===== config.mk =====
export PLATFORM = sky130hd
export DESIGN_NAME = ipls_top
export DESIGN_NICKNAME = d
export VERILOG_FILES = /design/src/ipls_pkg.sv /design/src/ipls_reg8.sv /design/src/ipls_level_map.sv /design/src/ipls_top.sv
export SDC_FILE = /design/constraint.sdc
export NUM_CORES = 1
export LEC_CHECK = 0
export ABC_CLOCK_PERIOD_IN_PS = 1030
export BUFFER_PORTS_ARGS = -buffer_cell sky130_fd_sc_hd__buf_2
export CORE_ASPECT_RATIO = 0.6
export CORE_MARGIN = 5
export CORE_UTILIZATION = 38
export CTS_CLUSTER_SIZE = 28
export DETAILED_ROUTE_END_ITERATION = 7
export PLACE_DENSITY = 0.9
export SETUP_SLACK_MARGIN = 0.15
export SLEW_MARGIN = 10
export SYNTH_ARGS = -nofsm -noshare
export SYNTH_HDL_FRONTEND = slang
export SYNTH_SLANG_ARGS = --single-unit

===== constraint.sdc =====
create_clock -name CORE_CLK_I -period 1.03 [get_ports CORE_CLK_I]
set_clock_uncertainty 0.05 [all_clocks]
set_input_delay 0.0515 -clock CORE_CLK_I [delete_from_list [all_inputs] [get_ports CORE_CLK_I]]
set_output_delay 0.0515 -clock CORE_CLK_I [all_outputs]
set_load 0.03 [all_outputs]

===== src/ipls_pkg.sv =====
// constants for the interrupt priority level select block
package ipls_pkg;
  localparam int unsigned DATA_W = 32;
  localparam int unsigned ADDR_W = 12;
  localparam int unsigned REG_W = 8;
  localparam logic [ADDR_W-1:0] PRIO_A_OFFSET = 12'h000;
  localparam logic [ADDR_W-1:0] PRIO_B_OFFSET = 12'h004;
  localparam logic [REG_W-1:0] PRIO_A_RESET = 8'h00;
  localparam logic [REG_W-1:0] PRIO_B_RESET = 8'h00;
  localparam int unsigned WIDE_TIMER1_BIT = 1;
  localparam int unsigned WIDE_TIMER2_BIT = 0;
  localparam int unsigned NARROW_TIMER01_BIT = 7;
  localparam int unsigned NARROW_TIMER23_BIT = 6;
  localparam int unsigned DMA_BIT = 5;
  localparam int unsigned SERIAL0_BIT = 3;
  localparam int unsigned SERIAL1_BIT = 2;
  localparam int unsigned SERIAL2_BIT = 1;
  localparam int unsigned SPARE_HI_BIT = 4;
  localparam int unsigned SPARE_LO_BIT = 0;
  localparam logic [REG_W-1:0] PRIO_A_WMASK = 8'h03;
  localparam logic [REG_W-1:0] PRIO_B_WMASK = 8'hFF;
endpackage


===== src/ipls_reg8.sv =====
// one byte-wide software register with write mask and sync clear
`timescale 1ns/100ps
`default_nettype none
module ipls_reg8 #(
  parameter logic [7:0] RESET_VAL = 8'h00,
  parameter logic [7:0] WMASK = 8'hFF
) (
  input wire logic clk_i,
  input wire logic rst_i,
  input wire logic clear_i,
  input wire logic we_i,
  input wire logic [7:0] wdata_i,
  output logic [7:0] q_o
);
  always_ff @(posedge clk_i or posedge rst_i) begin
    if (rst_i) begin
      q_o <= RESET_VAL;
    end else if (clear_i) begin
      q_o <= RESET_VAL;
    end else if (we_i) begin
      q_o <= (wdata_i & WMASK) | (q_o & ~WMASK);
    end
  end
endmodule
`default_nettype wire


===== src/ipls_level_map.sv =====
// maps the two priority registers onto per-group level outputs
`timescale 1ns/100ps
`default_nettype none
module ipls_level_map (
  input wire logic [7:0] prio_a_i,
  input wire logic [7:0] prio_b_i,
  output logic [7:0] level_o
);
  import ipls_pkg::*;
  // order: wt1, wt2, nt01, nt23, dma, ser0, ser1, ser2
  assign level_o = {prio_a_i[WIDE_TIMER1_BIT], prio_a_i[WIDE_TIMER2_BIT],
                    prio_b_i[NARROW_TIMER01_BIT], prio_b_i[NARROW_TIMER23_BIT],
                    prio_b_i[DMA_BIT], prio_b_i[SERIAL0_BIT],
                    prio_b_i[SERIAL1_BIT], prio_b_i[SERIAL2_BIT]};
endmodule
`default_nettype wire


===== src/ipls_top.sv =====
// interrupt priority level select: APB registers and level outputs
`timescale 1ns/100ps
`default_nettype none
module ipls_top (
  input wire logic CORE_CLK_I,
  input wire logic RST_I,
  input wire logic STANDBY_I,
  input wire logic PSEL_I,
  input wire logic PENABLE_I,
  input wire logic PWRITE_I,
  input wire logic [ipls_pkg::ADDR_W-1:0] PADDR_I,
  input wire logic [ipls_pkg::DATA_W-1:0] PWDATA_I,
  input wire logic [3:0] PSTRB_I,
  output logic [ipls_pkg::DATA_W-1:0] PRDATA_O,
  output logic PREADY_O,
  output logic PSLVERR_O,
  output logic WIDE_TIMER1_LEVEL_O,
  output logic WIDE_TIMER2_LEVEL_O,
  output logic NARROW_TIMER01_LEVEL_O,
  output logic NARROW_TIMER23_LEVEL_O,
  output logic DMA_LEVEL_O,
  output logic SERIAL0_LEVEL_O,
  output logic SERIAL1_LEVEL_O,
  output logic SERIAL2_LEVEL_O
);
  import ipls_pkg::*;

  logic [REG_W-1:0] prio_a_q;
  logic [REG_W-1:0] prio_b_q;
  logic [7:0] level;
  logic access;
  logic hit_a;
  logic hit_b;
  logic mapped;
  logic wr_a;
  logic wr_b;
  logic [DATA_W-1:0] rdata_d;
  logic [DATA_W-1:0] prdata_q;
  logic pslverr_q;

  // the register cells and level map are fixed at one byte
  if (REG_W != 8 || REG_W > DATA_W) begin : g_bad_width
    $error("register width does not fit the byte cells or the data bus");
  end

  // zero-wait slave: answer in the first access cycle
  assign access = PSEL_I & PENABLE_I;
  assign hit_a = (PADDR_I == PRIO_A_OFFSET);
  assign hit_b = (PADDR_I == PRIO_B_OFFSET);
  assign mapped = hit_a | hit_b;
  // only the low byte lane holds register bits
  assign wr_a = access & PWRITE_I & hit_a & PSTRB_I[0];
  assign wr_b = access & PWRITE_I & hit_b & PSTRB_I[0];
  assign PREADY_O = access;

  // register A keeps only the two timer bits in this block
  ipls_reg8 #(
    .RESET_VAL(PRIO_A_RESET),
    .WMASK(PRIO_A_WMASK)
  ) u_prio_a (
    .clk_i(CORE_CLK_I),
    .rst_i(RST_I),
    .clear_i(STANDBY_I),
    .we_i(wr_a),
    .wdata_i(PWDATA_I[REG_W-1:0]),
    .q_o(prio_a_q)
  );

  // all eight bits stored, reserved ones included
  ipls_reg8 #(
    .RESET_VAL(PRIO_B_RESET),
    .WMASK(PRIO_B_WMASK)
  ) u_prio_b (
    .clk_i(CORE_CLK_I),
    .rst_i(RST_I),
    .clear_i(STANDBY_I),
    .we_i(wr_b),
    .wdata_i(PWDATA_I[REG_W-1:0]),
    .q_o(prio_b_q)
  );

  // bits 4 and 0 of b reach no level output, only the read data
  ipls_level_map u_map (
    .prio_a_i(prio_a_q),
    .prio_b_i(prio_b_q),
    .level_o(level)
  );

  always_comb begin
    rdata_d = '0;
    if (hit_a) begin
      rdata_d = {{(DATA_W-REG_W){1'b0}}, prio_a_q};
    end else if (hit_b) begin
      rdata_d = {{(DATA_W-REG_W){1'b0}}, prio_b_q};
    end
  end

  // read data registered at setup so it is stable in the access cycle
  always_ff @(posedge CORE_CLK_I or posedge RST_I) begin
    if (RST_I) begin
      prdata_q <= '0;
    end else if (PSEL_I & ~PENABLE_I & ~PWRITE_I) begin
      prdata_q <= rdata_d;
    end
  end

  always_ff @(posedge CORE_CLK_I or posedge RST_I) begin
    if (RST_I) begin
      pslverr_q <= 1'b0;
    end else if (PSEL_I & ~PENABLE_I) begin
      pslverr_q <= ~mapped;
    end
  end

  assign PRDATA_O = prdata_q;
  assign PSLVERR_O = access & pslverr_q;

  // levels are plain wires from flops: no extra latency
  assign {WIDE_TIMER1_LEVEL_O, WIDE_TIMER2_LEVEL_O, NARROW_TIMER01_LEVEL_O,
          NARROW_TIMER23_LEVEL_O, DMA_LEVEL_O, SERIAL0_LEVEL_O,
          SERIAL1_LEVEL_O, SERIAL2_LEVEL_O} = level;

  chk_write_b_takes: assert property (@(posedge CORE_CLK_I) disable iff (RST_I)
    wr_b & ~STANDBY_I
      |=> prio_b_q == $past(PWDATA_I[REG_W-1:0]))
    else $error("register b write not stored");

  chk_standby_clears: assert property (@(posedge CORE_CLK_I) disable iff (RST_I)
    STANDBY_I
      |=> prio_b_q == PRIO_B_RESET && prio_a_q == PRIO_A_RESET)
    else $error("standby did not clear registers");

  chk_dma_level: assert property (@(posedge CORE_CLK_I) disable iff (RST_I)
    wr_b & ~STANDBY_I
      |=> DMA_LEVEL_O == $past(PWDATA_I[DMA_BIT]))
    else $error("dma level not updated");

  chk_nt01_level: assert property (@(posedge CORE_CLK_I) disable iff (RST_I)
    NARROW_TIMER01_LEVEL_O == prio_b_q[NARROW_TIMER01_BIT])
    else $error("narrow timer 0/1 level mismatch");

  chk_nt23_level: assert property (@(posedge CORE_CLK_I) disable iff (RST_I)
    wr_b & ~STANDBY_I
      |=> NARROW_TIMER23_LEVEL_O == $past(PWDATA_I[NARROW_TIMER23_BIT]))
    else $error("narrow timer 2/3 level not updated");

  chk_wt1_level: assert property (@(posedge CORE_CLK_I) disable iff (RST_I)
    wr_a & ~STANDBY_I
      |=> WIDE_TIMER1_LEVEL_O == $past(PWDATA_I[WIDE_TIMER1_BIT]))
    else $error("wide timer 1 level not updated");

  chk_wt2_level: assert property (@(posedge CORE_CLK_I) disable iff (RST_I)
    wr_a & ~STANDBY_I
      |=> WIDE_TIMER2_LEVEL_O == $past(PWDATA_I[WIDE_TIMER2_BIT]))
    else $error("wide timer 2 level not updated");

  chk_serial_levels: assert property (@(posedge CORE_CLK_I) disable iff (RST_I)
    {SERIAL0_LEVEL_O, SERIAL1_LEVEL_O, SERIAL2_LEVEL_O} ==
    {prio_b_q[SERIAL0_BIT], prio_b_q[SERIAL1_BIT], prio_b_q[SERIAL2_BIT]})
    else $error("serial levels mismatch");

  // register a moves with b on standby, so it must be held still here
  chk_spare_bits_inert: assert property (@(posedge CORE_CLK_I) disable iff (RST_I)
    ($changed(prio_b_q[SPARE_HI_BIT]) || $changed(prio_b_q[SPARE_LO_BIT])) && $stable(prio_a_q)
      && $stable(prio_b_q[NARROW_TIMER01_BIT:DMA_BIT]) && $stable(prio_b_q[SERIAL0_BIT:SERIAL2_BIT])
      |-> $stable(level))
    else $error("spare bit moved a level");

  chk_hold_levels: assert property (@(posedge CORE_CLK_I) disable iff (RST_I)
    ~wr_a & ~wr_b & ~STANDBY_I
      |=> $stable(level))
    else $error("level changed without write");

  // reset is asynchronous: every edge inside it must see the low levels
  chk_reset_levels_low: assert property (@(posedge CORE_CLK_I)
    RST_I
      |-> level == '0)
    else $error("levels not low during reset");

  chk_reset_reg_b: assert property (@(posedge CORE_CLK_I)
    RST_I
      |-> prio_b_q == PRIO_B_RESET)
    else $error("register b not cleared by reset");

  chk_reset_reg_a: assert property (@(posedge CORE_CLK_I)
    RST_I
      |-> prio_a_q == PRIO_A_RESET)
    else $error("register a not cleared by reset");

  chk_write_a_takes: assert property (@(posedge CORE_CLK_I) disable iff (RST_I)
    wr_a & ~STANDBY_I
      |=> prio_a_q == ($past(PWDATA_I[REG_W-1:0]) & PRIO_A_WMASK))
    else $error("register a write not stored");

  chk_standby_beats_write: assert property (@(posedge CORE_CLK_I) disable iff (RST_I)
    STANDBY_I & (wr_a | wr_b)
      |=> prio_b_q == PRIO_B_RESET && prio_a_q == PRIO_A_RESET)
    else $error("write won over standby");

  chk_spare_hi_stored: assert property (@(posedge CORE_CLK_I) disable iff (RST_I)
    wr_b & ~STANDBY_I
      |=> prio_b_q[SPARE_HI_BIT] == $past(PWDATA_I[SPARE_HI_BIT]))
    else $error("spare high bit not stored");

  chk_spare_lo_stored: assert property (@(posedge CORE_CLK_I) disable iff (RST_I)
    wr_b & ~STANDBY_I
      |=> prio_b_q[SPARE_LO_BIT] == $past(PWDATA_I[SPARE_LO_BIT]))
    else $error("spare low bit not stored");

  chk_nt23_follows: assert property (@(posedge CORE_CLK_I) disable iff (RST_I)
    NARROW_TIMER23_LEVEL_O == prio_b_q[NARROW_TIMER23_BIT])
    else $error("narrow timer 2/3 level mismatch");

  chk_dma_follows: assert property (@(posedge CORE_CLK_I) disable iff (RST_I)
    DMA_LEVEL_O == prio_b_q[DMA_BIT])
    else $error("dma level mismatch");

  chk_wt1_follows: assert property (@(posedge CORE_CLK_I) disable iff (RST_I)
    WIDE_TIMER1_LEVEL_O == prio_a_q[WIDE_TIMER1_BIT])
    else $error("wide timer 1 level mismatch");

  chk_wt2_follows: assert property (@(posedge CORE_CLK_I) disable iff (RST_I)
    WIDE_TIMER2_LEVEL_O == prio_a_q[WIDE_TIMER2_BIT])
    else $error("wide timer 2 level mismatch");

  chk_nt01_write: assert property (@(posedge CORE_CLK_I) disable iff (RST_I)
    wr_b & ~STANDBY_I
      |=> NARROW_TIMER01_LEVEL_O == $past(PWDATA_I[NARROW_TIMER01_BIT]))
    else $error("narrow timer 0/1 level not updated");

  chk_serial_write: assert property (@(posedge CORE_CLK_I) disable iff (RST_I)
    wr_b & ~STANDBY_I
      |=> {SERIAL0_LEVEL_O, SERIAL1_LEVEL_O, SERIAL2_LEVEL_O} == $past(PWDATA_I[SERIAL0_BIT:SERIAL2_BIT]))
    else $error("serial levels not updated");

  chk_b_write_spares_a: assert property (@(posedge CORE_CLK_I) disable iff (RST_I)
    wr_b & ~STANDBY_I
      |=> $stable(prio_a_q))
    else $error("register b write moved register a");

  chk_a_write_spares_b: assert property (@(posedge CORE_CLK_I) disable iff (RST_I)
    wr_a & ~STANDBY_I
      |=> $stable(prio_b_q))
    else $error("register a write moved register b");

  chk_b_holds: assert property (@(posedge CORE_CLK_I) disable iff (RST_I)
    ~wr_b & ~STANDBY_I
      |=> $stable(prio_b_q))
    else $error("register b changed without write");

  chk_a_holds: assert property (@(posedge CORE_CLK_I) disable iff (RST_I)
    ~wr_a & ~STANDBY_I
      |=> $stable(prio_a_q))
    else $error("register a changed without write");

  chk_a_unused_zero: assert property (@(posedge CORE_CLK_I) disable iff (RST_I)
    (prio_a_q & ~PRIO_A_WMASK) == '0)
    else $error("register a holds bits outside this block");

  chk_read_b_data: assert property (@(posedge CORE_CLK_I) disable iff (RST_I)
    PSEL_I & ~PENABLE_I & ~PWRITE_I & hit_b
      |=> PRDATA_O == {{(DATA_W-REG_W){1'b0}}, $past(prio_b_q)})
    else $error("register b read data wrong");

  chk_read_a_data: assert property (@(posedge CORE_CLK_I) disable iff (RST_I)
    PSEL_I & ~PENABLE_I & ~PWRITE_I & hit_a
      |=> PRDATA_O == {{(DATA_W-REG_W){1'b0}}, $past(prio_a_q)})
    else $error("register a read data wrong");

  chk_read_upper_zero: assert property (@(posedge CORE_CLK_I) disable iff (RST_I)
    PRDATA_O[DATA_W-1:REG_W] == '0)
    else $error("read data upper bits not zero");

  chk_ready_zero_wait: assert property (@(posedge CORE_CLK_I) disable iff (RST_I)
    PREADY_O == (PSEL_I & PENABLE_I))
    else $error("ready not given in first access cycle");

  chk_err_unmapped: assert property (@(posedge CORE_CLK_I) disable iff (RST_I)
    PSEL_I & ~PENABLE_I & ~mapped
      |=> PENABLE_I |-> PSLVERR_O)
    else $error("unmapped access gave no error");

  chk_err_mapped_low: assert property (@(posedge CORE_CLK_I) disable iff (RST_I)
    PSEL_I & ~PENABLE_I & mapped
      |=> ~PSLVERR_O)
    else $error("mapped access gave an error");

  chk_err_idle_low: assert property (@(posedge CORE_CLK_I) disable iff (RST_I)
    ~access
      |-> ~PSLVERR_O)
    else $error("error outside access phase");

  chk_unmapped_no_store: assert property (@(posedge CORE_CLK_I) disable iff (RST_I)
    access & PWRITE_I & ~mapped & ~STANDBY_I
      |=> $stable(prio_a_q) && $stable(prio_b_q))
    else $error("unmapped write changed a register");
endmodule
`default_nettype wire


* Yosys cells after proc, flatten, opt, wreduce, memory -nomap -nowiden
Index checks and enable logic that the tools add are counted.
** Storage, ports and cells
- Word-level logic and storage cells :: 28
- Flip-flop bits (word level) :: 49
- Input bits :: 54
- Output and inout port bits :: 42
** Cells by class
- Bitwise gates (word level) :: 14
- Multiplexer cells :: 6
- Reduce and logical (&&, ||, !) cells :: 3
- Equal/unequal tests :: 1
** Operators with widths (number)
- $mux 8 :: 6
- $eq 12x3->1 const B :: 1
- $logic_not 12->1 :: 1
- $and 1x1->1 :: 9
- $or 2x8->8 :: 1
- $reduce_bool 2->1 :: 2
- $not 1->1 :: 3
- $or 1x1->1 :: 1

* Logic depth before layout (Yosys ltp)
- Depth after elaboration :: 6
- Gate-level depth with buffers :: 4
- Mapped depth without buffers :: 3

* Cells and area by module
From an unflattened synthesis, not the netlist that was laid out.
** Unflattened totals
- Cell total of the unflattened synthesis :: 126
- Area, all modules :: 1241.2 µm²
** By module, submodules not included
- ipls_top :: cells each 77, area each 721.9 µm², times used 1
- ipls_reg8 at u_prio_b :: cells each 27, area each 329.1 µm², times used 1
- ipls_reg8 at u_prio_a :: cells each 14, area each 130.1 µm², times used 1
- ipls_level_map :: cells each 8, area each 60.1 µm², times used 1

* Worst setup path before layout
Ideal clock, no wire load.
- Kind :: input to register
- Start point :: input PADDR_I[9] (netlist name)
- End point :: register pslverr_q
- Setup time :: 125 ps
- Stages on the path :: 3
- Path slack :: 26 ps
- Data arrival time :: 830 ps
- Path buffers :: 0
- Cells stage by stage :: nor4_4 > nand3_1 > mux2_2
** Between the ends
- Word-level cells in the longest chain between the ends :: 3
- Elaborated cells between the ends (all ways) :: 4
- Classes of those cells :: eq/ne (1); bitwise (2); reduce/logical (1)
** RTL lines
- start, declared :: RTL line ipls_top.sv:11 : input wire logic [ipls_pkg::ADDR_W-1:0] PADDR_I,
- $eq 12x3->1 or $logic_not 12->1 (tied branches) :: RTL line ipls_top.sv:49, ipls_top.sv:48
- $or 1x1->1 (*) :: RTL line ipls_top.sv:50 : assign mapped = hit_a | hit_b;
- $not 1->1 (*) :: RTL line ipls_top.sv:111 : pslverr_q <= ~mapped;
- end signal, assigned :: RTL line ipls_top.sv:111
- end, declared :: RTL line ipls_top.sv:39 : logic pslverr_q;
Mark *: on every way between the ends. The rest lies on a longest branch, timed or not.
A chain may end at the register's enable or synchronous reset.

* Worst setup path after layout
- Start point :: register pslverr_q
- End point :: output PSLVERR_O
** Between the ends
- Word-level cells in the longest chain between the ends :: 1
** RTL lines
- $and 1x1->1 :: RTL line ipls_top.sv:116 : assign PSLVERR_O = access & pslverr_q;
- end, declared :: RTL line ipls_top.sv:16 : output logic PSLVERR_O,
No other way between the ends.

==> impl_metrics.json <==
{
  "grt_max_degree": 20,
  "synth_area_leaders": "dfrtp_1 (40%), buf_4 (15%), mux2i_1 (10%)",
  "crit_start": "pslverr_q",
  "vias": 1010,
  "die_width_um": 81.79,
  "grt_overflow": 0,
  "dp_hpwl_um": 2183,
  "endpoint": "PSLVERR_O",
  "clockBufferDepth": 2,
  "violations": "negative setup slack",
  "initial_core_util_pct": 40.39,
  "vias_per_cell": 4.449,
  "hold_viol": 0,
  "grt_first_pass_wirelength_um": 4457,
  "max_freq_ghz": 0.9626,
  "p_total_mw": 1.594,
  "drive_gt1_share_pct": 47.03,
  "antenna_found_initial": 0,
  "synthToLayoutAreaGrowth_pct": 52.18,
  "fin_nets": 240,
  "synth.largest_area_cell": "dfrtp_1",
  "finalCritPeriodShare_pct": 100.9,
  "gp_congestion": 0.7996,
  "io_buffers": 44,
  "syn-cell-area_um2": 1175,
  "cts_tree": "yes",
  "post-synth-top-count-cell": "buf_4",
  "avgSynthCellArea_um2": 10.22,
  "r2r_end": "u_prio_b.q_o[3]",
  "crit_type": "reg -> out",
  "reg2regPathDepth": 3,
  "clk_pin_slew_worst_paths_ns": 0.07,
  "reg2reg_slack_ns": 0.12,
  "synth_common_cells": "buf_4 (24), dfrtp_1 (19), nand2b_1 (18)",
  "synth_edf_count": 0,
  "cellPowerDensity_nw_per_um2": 891.3,
  "p_leak_nw": 0.9066,
  "startpoint_type": "flip-flop",
  "rows": 15,
  "die_h_um": 53.07,
  "cp_max_fo": 2,
  "setup_violations": 1,
  "final_cells": 227,
  "seq_area_frac_synth_pct": 40.47,
  "synth_top_area_share_pct": 40.47,
  "htreeDepth": 1,
  "ys_warn_count": 0,
  "cp.required_ns": 0.93,
  "clk_latency_ns": 0.26,
  "min_period_ns": 1.039,
  "syn-instance-count": 115,
  "antenna_cells": 0,
  "ys_types": 24,
  "root_buffer": "clkbuf_8",
  "rsz0062_at_grt": "yes",
  "die_area_um2": 4340,
  "status": "finished, violations left",
  "drt_wl_total_um": 3428,
  "cts_made_buffers": 3,
  "dp.cells": 203,
  "core_area_um2": 2909,
  "wire_per_inst_um": 15.10,
  "synth-seq-cells": 19,
  "cp.arrival_ns": 0.94,
  "place_ws_ns": -0.2199,
  "worstReg2RegStart": "u_prio_b.q_o[3]",
  "ir_drop_mv": 0.4302,
  "ys.flop_type": "dfrtp_1",
  "grt_pass1_vias": 953,
  "drv_cap": 0,
  "hold_path.class": "in -> reg",
  "final_antenna_net_count": 0,
  "remaining_drc_errors": 0,
  "grt.total_usage_pct": 14.09,
  "drtPass1Iterations": 4,
  "async_flop_share_pct": 100.0,
  "slew_violations": 0,
  "end_kind": "output port",
  "drtIter0Drc": 44,
  "fin_ws_ns": -0.008867,
  "pin_count": 96,
  "clock-sinks": 19
}
kinds of logic (layout without fill, tap and decap cells):
family                 after synthesis  count (layout)  synth area share [%]
other                                1              24                0.3192
multiplexers                        13              13                 11.18
AO/OA/AOI/OAI                        8               8                 3.834
AND/OR/NAND/NOR                     47              47                 27.80
buffers and inverters               27              74                 16.40
flip-flops                          19              19                 40.47
final cells by class:
cell class                      count  area, µm²
Timing Repair Buffer               69      565.5
Clock inverter                      1      5.005
Inverter                            1      3.754
Tap cell                           42      52.55
Multi-Input combinational cell     92      640.6
Sequential cell                    19      479.2
Clock buffer                        3      41.29
Fill cell                         230       1121
flip-flops by register name, indices dropped and copies added (netlist names):
signal and flops:
u_prio_a.q_o 2, PRDATA_O 8, pslverr_q 1, u_prio_b.q_o 8
report_power, final:
group	total (mW)	internal, mW	switching [mW]
clock network	0.504	0.269	0.235
logic	0.343	0.121	0.222
registers	0.746	0.746	0.0000253
critical path, stage by stage (launching register included):
cell     delay [ns]
dfrtp_1        0.39
and3_4         0.16
buf_6          0.13
worst min path at each step:
stage / to / from / slack, ns / cells past startpoint
3_3_place_gp: PRDATA_O[5] / RST_I / 0.02 / 3
6_report: u_prio_b.q_o[2] / PWDATA_I[2] / 0.01 / 3
2_1_floorplan: PRDATA_O[0] / RST_I / -0.05 / 1
5_1_grt: u_prio_b.q_o[2] / PWDATA_I[2] / 0.02 / 3
4_1_cts: u_prio_b.q_o[2] / PWDATA_I[2] / 0.01 / 3
3_5_place_dp: PRDATA_O[0] / RST_I / 0.03 / 3
metal layers:
metal	track usage, %	wire (µm)
met1	16.68	1380
met2	23.73	1664
met3	4.252	242
met4	6.077	140
met5	0	0
cells in the final DEF, fill, tap and decap left out, drive strengths merged:
cell type and instances:
buf 65, conb 24, dfrtp 19, nand2b 18
nand2 14, mux2i 12, o21ai 6, dlygate4sd3 4
clkbuf 3, nor4 3, o31ai 2, nand3 2
and4 2, nor3 1, nor2b 1, mux2 1
nor3b 1, nor4b 1, or3b 1, nand4 1
and2 1, and3 1, inv 1, clkinv 1
through the flow:
stage | cell area (µm²) | hold slack, ns | setup TNS (ns) | util [%]
floorplan | 1265 | -0.04758 | 0 | -
global placement | 1386 | 0.02410 | -2.490 | 47.66
detailed placement | 1386 | 0.03333 | -3.077 | 47.66
CTS | 1669 | 0.01392 | 0 | 57.38
global route | 1788 | 0.02273 | -0.01803 | 61.46
finish | 1788 | 0.01058 | -0.008867 | 61.46
what timing repair did:
action                     CTS  global route
pin swaps                    3             6
setup endpoints to repair   36            36
hold endpoints to repair    22             0
setup buffers                9             7
resized for setup           39            21
hold buffers                 4             0
Power figures use the tool's default switching activity.
